--- src/core/serial_port_pkg.sv ---
// Constants, field positions and state types of the serial port
package serial_port_pkg;

   // ----------------------------------------------------------------
   // Register locations and reset value
   // ----------------------------------------------------------------
   localparam logic [7:0] CTRL_ADDR  = 8'h98;
   localparam logic [7:0] DATA_ADDR  = 8'h99;
   localparam logic [7:0] CTRL_RESET = 8'h40;
   localparam logic [7:0] READ_NONE  = 8'h00;

   // ----------------------------------------------------------------
   // Control register field positions
   // ----------------------------------------------------------------
   localparam int MODE_BIT = 7;
   localparam int FILL_BIT = 6;
   localparam int MPE_BIT  = 5;
   localparam int REN_BIT  = 4;
   localparam int TN_BIT   = 3;
   localparam int RN_BIT   = 2;
   localparam int TD_BIT   = 1;
   localparam int RD_BIT   = 0;

   // ----------------------------------------------------------------
   // Frame and counter figures
   // ----------------------------------------------------------------
   localparam logic [3:0] TX_BITS_8 = 4'hA;
   localparam logic [3:0] TX_BITS_9 = 4'hB;
   localparam logic [3:0] DATA_LAST = 4'h7;
   localparam logic [3:0] NINTH_IDX = 4'h8;
   localparam logic [3:0] CNT_ONE   = 4'h1;
   localparam logic [7:0] TMR_TOP   = 8'hFF;
   localparam logic [7:0] TMR_STEP  = 8'h01;

   typedef enum logic [1:0] {RX_IDLE, RX_START, RX_DATA, RX_STOP} rx_state_e;
   typedef enum logic {TX_IDLE, TX_SEND} tx_state_e;

endpackage : serial_port_pkg

--- src/core/baud_counter.sv ---
// Eight-bit auto-reload baud counter with divide-by-two tick
`timescale 1ns/1ps
module baud_counter
   import serial_port_pkg::*;
(
   input  wire logic       core_clk,
   input  wire logic       nrst,
   input  wire logic       timer_tick,
   input  wire logic       timer_run,
   input  wire logic [7:0] reload,
   input  wire logic       force_reload,
   output logic            baud_tick
);

   typedef struct packed {
      logic [7:0] count;
      logic       half;
      logic       tick;
   } cnt_s;

   cnt_s s;
   cnt_s next_s;

   // ----------------------------------------------------------------
   // Counter
   // ----------------------------------------------------------------
   always_comb begin
      next_s      = s;
      next_s.tick = 1'b0;
      if (force_reload) begin
         // Restart phase too, so the first tick lands half a bit later
         next_s.count = reload;
         next_s.half  = 1'b0;
      end else if (timer_run && timer_tick) begin
         if (s.count == TMR_TOP) begin
            next_s.count = reload;
            next_s.tick  = ~s.half;
            next_s.half  = ~s.half;
         end else begin
            next_s.count = s.count + TMR_STEP;
         end
      end
   end

   always_ff @(posedge core_clk or negedge nrst) begin
      if (!nrst) begin
         s <= '0;
      end else begin
         s <= next_s;
      end
   end

   assign baud_tick = s.tick;

endmodule : baud_counter

--- src/core/tx_shifter.sv ---
// Transmit shift register for ten- and eleven-bit frames
`timescale 1ns/1ps
module tx_shifter
   import serial_port_pkg::*;
(
   input  wire logic       core_clk,
   input  wire logic       nrst,
   input  wire logic       tick,
   input  wire logic       start,
   input  wire logic [7:0] data,
   input  wire logic       ninth,
   input  wire logic       nine_mode,
   output logic            tx_line,
   output logic            done
);

   typedef struct packed {
      tx_state_e   st;
      logic [10:0] shift;
      logic [3:0]  left;
      logic        line;
      logic        done;
   } tx_s;

   tx_s s;
   tx_s next_s;

   // ----------------------------------------------------------------
   // Shifter
   // ----------------------------------------------------------------
   always_comb begin
      next_s      = s;
      next_s.done = 1'b0;
      case (s.st)
         TX_IDLE: begin
            // Writes while busy are dropped; software waits for done
            if (start) begin
               next_s.st    = TX_SEND;
               next_s.shift = {1'b1, nine_mode ? ninth : 1'b1, data, 1'b0};
               next_s.left  = nine_mode ? TX_BITS_9 : TX_BITS_8;
            end
         end
         default: begin
            if (tick) begin
               if (s.left == '0) begin
                  next_s.st = TX_IDLE;
               end else begin
                  next_s.line  = s.shift[0];
                  next_s.shift = {1'b1, s.shift[10:1]};
                  next_s.left  = s.left - CNT_ONE;
                  next_s.done  = (s.left == CNT_ONE);
               end
            end
         end
      endcase
   end

   always_ff @(posedge core_clk or negedge nrst) begin
      if (!nrst) begin
         s      <= '0;
         s.line <= 1'b1;
      end else begin
         s <= next_s;
      end
   end

   assign tx_line = s.line;
   assign done    = s.done;

endmodule : tx_shifter

--- src/core/serial_port.sv ---
// Buffered asynchronous serial port top level
// Functional notes
// - Full duplex, ten- or eleven-bit variable-rate frames
// - Receiver holds byte while next arrives
// - Data location writes go to transmitter
// - Data location reads return received byte
// - Interrupt when enabled and either flag set
// - Flags clear only by software write
// - Tx and hidden rx auto-reload counters
// - Both overflow streams divided by two
// - Rate is clock over 256-reload, halved
// - Rx counter runs with timer, same reload
// - Start edge forces rx counter reload
// - Control bit 7 selects frame mode
// - Ten-bit frame: start, eight LSB-first, stop
// - Eight-bit mode: stop bit into ninth flag
// - Data write starts; done at stop start
// - Receive only when enable bit set
// - Load needs done clear, stop if eight-bit multiprocessor
// - Load stores data, bit, sets done
// - Overrun keeps first byte, drops next
// - Eleven-bit frame carries ninth transmit bit
// - Nine-bit mode: ninth bit stored, stop ignored
// - Multiprocessor nine-bit: load only ninth one
`timescale 1ns/1ps
module serial_port
   import serial_port_pkg::*;
(
   input  wire logic       core_clk,
   input  wire logic       nrst,
   input  wire logic [7:0] sfr_addr,
   input  wire logic       sfr_wr,
   input  wire logic       sfr_rd,
   input  wire logic [7:0] sfr_wdata,
   output logic      [7:0] sfr_rdata,
   input  wire logic       timer_tick,
   input  wire logic       timer_run,
   input  wire logic [7:0] baud_timer_reload_byte,
   input  wire logic       irq_enable,
   input  wire logic       serial_rx_pin,
   output logic            serial_tx_pin,
   output logic            irq_request
);

   // ----------------------------------------------------------------
   // State
   // ----------------------------------------------------------------
   typedef struct packed {
      logic       frame_mode_select;
      logic       multiprocessor_enable;
      logic       receive_enable_bit;
      logic       transmit_ninth_bit;
      logic       received_ninth_bit;
      logic       transmit_done_flag;
      logic       receive_done_flag;
      logic [7:0] rbuf;
      rx_state_e  rst;
      logic [7:0] rdat;
      logic       nth;
      logic [3:0] rcnt;
      logic       prev_rx;
      logic [7:0] rdata;
      logic       irq;
   } port_s;

   port_s s;
   port_s next_s;

   logic       ctrl_wr;
   logic       data_wr;
   logic       start_seen;
   logic       tx_tick;
   logic       rx_tick;
   logic       tx_done;
   logic       stop_bit;
   logic       load_bit;
   logic       rx_load;
   logic       tx_line;
   logic [7:0] ctrl_view;

   // ----------------------------------------------------------------
   // Decode
   // ----------------------------------------------------------------
   always_comb begin
      ctrl_wr = 1'b0;
      data_wr = 1'b0;
      if (sfr_wr && sfr_addr == CTRL_ADDR) begin
         ctrl_wr = 1'b1;
      end else if (sfr_wr && sfr_addr == DATA_ADDR) begin
         data_wr = 1'b1;
      end
   end

   // Falling edge on an idle line opens a frame
   assign start_seen = (s.rst == RX_IDLE) && s.receive_enable_bit
                       && s.prev_rx && !serial_rx_pin;

   assign stop_bit = serial_rx_pin;
   assign load_bit = s.frame_mode_select ? s.nth : stop_bit;
   assign rx_load  = (s.rst == RX_STOP) && rx_tick && !s.receive_done_flag
                     && (!s.multiprocessor_enable || load_bit);

   // ----------------------------------------------------------------
   // Baud counters and transmitter
   // ----------------------------------------------------------------
   baud_counter tx_timer (
      .core_clk     (core_clk),
      .nrst         (nrst),
      .timer_tick   (timer_tick),
      .timer_run    (timer_run),
      .reload       (baud_timer_reload_byte),
      .force_reload (1'b0),
      .baud_tick    (tx_tick)
   );

   baud_counter rx_timer (
      .core_clk     (core_clk),
      .nrst         (nrst),
      .timer_tick   (timer_tick),
      .timer_run    (timer_run),
      .reload       (baud_timer_reload_byte),
      .force_reload (start_seen),
      .baud_tick    (rx_tick)
   );

   tx_shifter shifter (
      .core_clk  (core_clk),
      .nrst      (nrst),
      .tick      (tx_tick),
      .start     (data_wr),
      .data      (sfr_wdata),
      .ninth     (s.transmit_ninth_bit),
      .nine_mode (s.frame_mode_select),
      .tx_line   (tx_line),
      .done      (tx_done)
   );

   assign serial_tx_pin = tx_line;

   // ----------------------------------------------------------------
   // Control register view
   // ----------------------------------------------------------------
   always_comb begin
      ctrl_view           = READ_NONE;
      ctrl_view[MODE_BIT] = s.frame_mode_select;
      ctrl_view[FILL_BIT] = 1'b1;
      ctrl_view[MPE_BIT]  = s.multiprocessor_enable;
      ctrl_view[REN_BIT]  = s.receive_enable_bit;
      ctrl_view[TN_BIT]   = s.transmit_ninth_bit;
      ctrl_view[RN_BIT]   = s.received_ninth_bit;
      ctrl_view[TD_BIT]   = s.transmit_done_flag;
      ctrl_view[RD_BIT]   = s.receive_done_flag;
   end

   // ----------------------------------------------------------------
   // Next state
   // ----------------------------------------------------------------
   always_comb begin
      next_s         = s;
      next_s.prev_rx = serial_rx_pin;

      if (ctrl_wr) begin
         next_s.frame_mode_select     = sfr_wdata[MODE_BIT];
         next_s.multiprocessor_enable = sfr_wdata[MPE_BIT];
         next_s.receive_enable_bit    = sfr_wdata[REN_BIT];
         next_s.transmit_ninth_bit    = sfr_wdata[TN_BIT];
         next_s.received_ninth_bit    = sfr_wdata[RN_BIT];
         next_s.transmit_done_flag    = sfr_wdata[TD_BIT];
         next_s.receive_done_flag     = sfr_wdata[RD_BIT];
      end

      // Hardware sets override a clear written in the same cycle
      if (tx_done) begin
         next_s.transmit_done_flag = 1'b1;
      end

      // Receiver: separate shift bytes keep the buffer readable
      case (s.rst)
         RX_IDLE: begin
            if (start_seen) begin
               next_s.rst = RX_START;
            end
         end
         RX_START: begin
            if (rx_tick) begin
               // Glitch shorter than half a bit is not a start
               if (serial_rx_pin) begin
                  next_s.rst = RX_IDLE;
               end else begin
                  next_s.rst  = RX_DATA;
                  next_s.rcnt = '0;
               end
            end
         end
         RX_DATA: begin
            if (rx_tick) begin
               if (s.rcnt < NINTH_IDX) begin
                  next_s.rdat[s.rcnt[2:0]] = serial_rx_pin;
               end else begin
                  next_s.nth = serial_rx_pin;
               end
               if (s.rcnt == (s.frame_mode_select ? NINTH_IDX : DATA_LAST)) begin
                  next_s.rst = RX_STOP;
               end else begin
                  next_s.rcnt = s.rcnt + CNT_ONE;
               end
            end
         end
         default: begin
            if (rx_tick) begin
               next_s.rst = RX_IDLE;
            end
         end
      endcase

      // Overrun leaves buffer, ninth bit and flag as they were
      if (rx_load) begin
         next_s.rbuf               = s.rdat;
         next_s.received_ninth_bit = load_bit;
         next_s.receive_done_flag  = 1'b1;
      end

      if (sfr_rd) begin
         if (sfr_addr == CTRL_ADDR) begin
            next_s.rdata = ctrl_view;
         end else if (sfr_addr == DATA_ADDR) begin
            next_s.rdata = s.rbuf;
         end else begin
            next_s.rdata = READ_NONE;
         end
      end

      next_s.irq = irq_enable && (s.transmit_done_flag || s.receive_done_flag);
   end

   always_ff @(posedge core_clk or negedge nrst) begin
      if (!nrst) begin
         s                       <= '0;
         s.frame_mode_select     <= CTRL_RESET[MODE_BIT];
         s.multiprocessor_enable <= CTRL_RESET[MPE_BIT];
         s.receive_enable_bit    <= CTRL_RESET[REN_BIT];
         s.prev_rx               <= 1'b1;
      end else begin
         s <= next_s;
      end
   end

   assign sfr_rdata   = s.rdata;
   assign irq_request = s.irq;
endmodule : serial_port

--- config.mk ---
export PLATFORM = sky130hd
export DESIGN_NAME = serial_port
export DESIGN_NICKNAME = d
export VERILOG_FILES = /design/src/core/serial_port_pkg.sv /design/src/core/baud_counter.sv /design/src/core/tx_shifter.sv /design/src/core/serial_port.sv
export SDC_FILE = /design/constraint.sdc
export NUM_CORES = 1
export LEC_CHECK = 0
export ABC_CLOCK_PERIOD_IN_PS = 5000
export BUFFER_PORTS_ARGS = -buffer_cell sky130_fd_sc_hd__buf_2
export CAP_MARGIN = 10
export CORE_UTILIZATION = 45
export DETAILED_ROUTE_END_ITERATION = 12
export PLACE_DENSITY_LB_ADDON = 0.15
export SETUP_SLACK_MARGIN = 0.05
export SYNTH_ARGS = -nofsm -noshare
export SYNTH_HDL_FRONTEND = slang
export SYNTH_HIERARCHICAL = 1
export SYNTH_SLANG_ARGS = --single-unit
--- constraint.sdc ---
create_clock -name core_clk -period 5 [get_ports core_clk]
set_input_delay 1 -clock core_clk [delete_from_list [all_inputs] [get_ports core_clk]]
set_output_delay 1 -clock core_clk [all_outputs]
set_load 0.02 [all_outputs]
==> run summary <==
OUTCOME
--------------------------------------------------------------------------------------------------
Run status                                                                            finished, final reports clean

YOSYS
--------------------------------------------------------------------------------------------------
Distinct cells, synth                                                                           64
Compound-gate portion of the synthesized area                                                15.8%
Portion of netlist area occupied by mux cells                                                7.60%
Async S/R FF share, synth                                                                     100%
Share of the synthesized netlist area taken by xor and xnor gates                           0.876%
Adder-cell area share of the yosys netlist                                                   1.88%
Post-Synthesis Cell Area                                                                  4000 um2
Sequential cell area fraction in the yosys report                                            48.9%
Post-synthesis cell count                                                                      368
Per-instance average area after synthesis                                                 10.9 um2
Dominant combinational cell family by area after synthesis                            simple AND/OR/NAND/NOR gates
Post-Synth Simple-Gate Area                                                                  20.5%
Main synth FF type                                                                    sky130_fd_sc_hd__dfrtp_1
EDFF count, synth                                                                                0
Number of warnings issued by yosys                                                               6
Count of state elements after synthesis                                                         78

ROUTING
--------------------------------------------------------------------------------------------------
Antenna-violating nets left                                                                      0
Avg Vias per Cell                                                                             5.63
Starting DRT DRC Count                                                                         132
Number of optimization iterations in the first detailed-route pass                               4
DRC violations left                                                                              0
Vias                                                                                          2887
Per-cell routed wire length                                                                15.5 um
Total Wirelength                                                                           7.96 mm

CLOCK TREE
--------------------------------------------------------------------------------------------------
Clock latency reported for the late side of the worst-skew pair                            0.35 ns
Clock transition time at the flip-flop clock pins of the worst setup and hold paths        0.09 ns
Master cell of the clock root buffer                                                  sky130_fd_sc_hd__clkbuf_8
Post_cts resized                                                                                 0
Clock buffer count from CTS                                                                      9
Post CTS Setup Buffer Count                                                                      0
Worst-case clock buffer depth                                                                    2
Clock tree from TritonCTS                                                                      yes
Depth of the CTS H-tree                                                                          3
Number of sinks handled by clock tree synthesis                                                 78
Number of buffers inserted by hold repair at cts                                                 0

STA
--------------------------------------------------------------------------------------------------
Post-layout min period                                                                     3.15 ns
Final max-slew violation count                                                                   0
Final Setup Violations                                                                           0
Max_slew headroom                                                                            35.3%
Maximum clock skew at final layout                                                      0.00986 ns
Hold violation count in the final report                                                         0
Maximum frequency from static timing analysis                                              317 MHz
Unrepaired setup endpoints after global routing                                                 no
Part of the cycle the worst path needs                                                       63.1%
Total negative slack for setup checks                                                         0 ns
Actual slew at the worst max-slew pin                                                     0.971 ns

FLOORPLANNING
--------------------------------------------------------------------------------------------------
DIE AREA                                                                                  9270 um2
Num rows                                                                                        34
CORE AREA                                                                                 8680 um2
Die Width                                                                                  96.3 um
Initial core utilization                                                                     46.1%
Boundary pin count                                                                              42
Die Span Y                                                                                 96.3 um

GLOBAL ROUTING
--------------------------------------------------------------------------------------------------
Via count of the first global-routing pass                                                    2658
Largest net degree at the start of global routing                                               79
Overflow after GRT                                                                               0
Initial antenna violation count                                                                  0
Global-route total usage across every layer                                                  18.5%
First-pass GRT wire length                                                                 13.1 mm

PWR
--------------------------------------------------------------------------------------------------
Logic gate share of total power                                                              12.1%
Fraction of power spent switching nets                                                       28.7%
Int Pwr                                                                                    1.00 mW
Pwr Density                                                                             317 nW/um2
Total Power                                                                                1.41 mW
Clock group share of total power                                                             35.7%
Largest vdd supply drop                                                                   0.149 mV
Static Leakage                                                                             1.98 nW
Sequential share of power                                                                    52.2%
Switching component of the power                                                            403 uW

CRITICAL PATH
--------------------------------------------------------------------------------------------------
Element type at the critical path start                                                  input pin
Sum of buffers and inverters on the critical path                                                1
Sequence of cells on the critical path                                                buf_2, nand4bb_4, nor4_2, and2_1, nor2b_1, a21oi_4, a221o_1
Type of the worst setup path                                                          input pin to flop
Standard cell with the maximum stage delay on the critical path                       sky130_fd_sc_hd__nor4_2
CP Data Required Time                                                                      5.23 ns
Delay of the slowest critical-path stage                                                   0.69 ns
Critical path arrival                                                                      3.38 ns
Endpoint kind of the worst setup timing path                                                  flop
Biggest fanout along the worst timing path                                                      12
CP delay by family, top                                                               simple AND/OR/NAND/NOR gates

CELLS AND AREA
--------------------------------------------------------------------------------------------------
Synthesis-to-finish area growth                                                              10.9%
Share of final-layout standard cells stronger than drive strength 1                          24.2%
Post-layout net count                                                                          438
Leading cell type in the layout, fill and taps excluded                               sky130_fd_sc_hd__dfrtp_1
Highest-count cells in the layout ignoring fill and taps                              sky130_fd_sc_hd__dfrtp_1 (76), sky130_fd_sc_hd__buf_2 (40), sky130_fd_sc_hd__nor2_1 (28), sky130_fd_sc_hd__a21oi_1 (27), sky130_fd_sc_hd__nand2_1 (23)
Antenna diode instance count                                                                     0

WORST HOLD PATH
--------------------------------------------------------------------------------------------------
Type of the worst min-delay path                                                      flop to flop

PLACED DESIGN
--------------------------------------------------------------------------------------------------
Placer Congestion                                                                            0.833
Post-detailed-placement half-perimeter wirelength                                          5.56 mm
Port buffer count                                                                               41

FLOW RUN
--------------------------------------------------------------------------------------------------
Max-capacitance violation count                                                                  0

[power by group through the flow]
| stage | Clock, mW | Combinational, mW | Sequential (mW) |
|---|---|---|---|
| 2_1_floorplan | 0 | 0.124 | 0.732 |
| 3_3_place_gp | 0 | 0.167 | 0.745 |
| 3_5_place_dp | 0 | 0.171 | 0.745 |
| 4_1_cts | 0.518 | 0.172 | 0.733 |
| 5_1_grt | 0.550 | 0.195 | 0.743 |
| 6_report | 0.502 | 0.170 | 0.734 |
[worst register-to-register path, cell delays in order, from the launching register on]
cell,delay [ns]
sky130_fd_sc_hd__dfrtp_1,0.45
sky130_fd_sc_hd__nand3b_1,0.26
sky130_fd_sc_hd__or3_1,0.41
sky130_fd_sc_hd__nor3b_1,0.27
sky130_fd_sc_hd__mux2_2,0.36
[area by class of cell]
cell class	count	area [um2]
clock inverter	7	87.6
inverter	10	37.5
clock buffer	9	124
sequential	78	1950
fill	790	4240
tap	108	135
timing repair buffer	42	215
multi-input combinational	259	1880
[cells by family after synthesis]
family / count (synthesis)
and+or+nand+nor: 135
buffers and inverters: 32
xor gates and xnor gates: 4
DFF: 78
muxes: 26
adders and majority gates: 6
other: 1
AOI/OAI and AO/OA: 86
[metrics by stage]
step | setup slack (ns) | cell area [um2] | hold slack (ns) | cells | util (%)
floorplan | 2.21 | 4000 | 0.413 | 369 | -
global placement | 1.56 | 4220 | 0.426 | 497 | 48.7
detailed placement | 1.50 | 4220 | 0.426 | 497 | 48.7
CTS | 1.87 | 4440 | 0.445 | 513 | 51.1
global route | 1.69 | 4440 | 0.477 | 513 | 51.1
finish | 1.85 | 4440 | 0.448 | 513 | 51.1
[path summary, 6_finish.rpt]
check,slack (ns),to,depth (start not counted),start
hold / removal,0.45,ctrl_view[1]$_DFFE_PN0P_,1,shifter/done$_DFF_PN0_
hold reg to reg,0.45,ctrl_view[1]$_DFFE_PN0P_,1,shifter/done$_DFF_PN0_
max in group asynchronous,3.57,rx_timer/s[9]$_DFFE_PN0P_,1,nrst
min in group asynchronous,0.78,sfr_rdata[7]$_DFFE_PN0P_,1,nrst
setup / recovery,1.85,shifter/s[14]$_DFFE_PN0P_,7,sfr_addr[1]
setup reg to reg,3.14,flop,4,s[23]$_DFFE_PN0P_
[cells in the mapped netlist (all sizes together) (3+ instances only)]
cell type  number  area [um2]
dfrtp          76        1900
a21oi          29         160
nor2           29         111
mux2           23         274
nand2          23        86.3
a221o          12         120
buf            12        98.8
nand3          12        85.1
nor4           11        93.8
and2           10        62.6
clkbuf         10        37.5
inv            10        37.5
nor3           10        50.1
nand2b          8        50.1
a22oi           7        52.6
ha              6        75.1
a211o           5        43.8
o22ai           5        31.3
and4            4        37.5
nor3b           4        41.3
o21ai           4        20.0
o22a            4        35.0
xnor2           4        35.0
and3            3        18.8
mux2i           3        30.0
nand4b          3        26.3
or3             3        18.8
[routing by layer]
metal,vias up,global-route usage (%),routed length [um]
met1,1383,27.1,4080
met4,0,6.59,89
met3,8,3.24,331
met5,-,0,0
met2,69,27.1,3460
li1,1427,-,-
No activity file was read; power rests on OpenSTA's default activity.
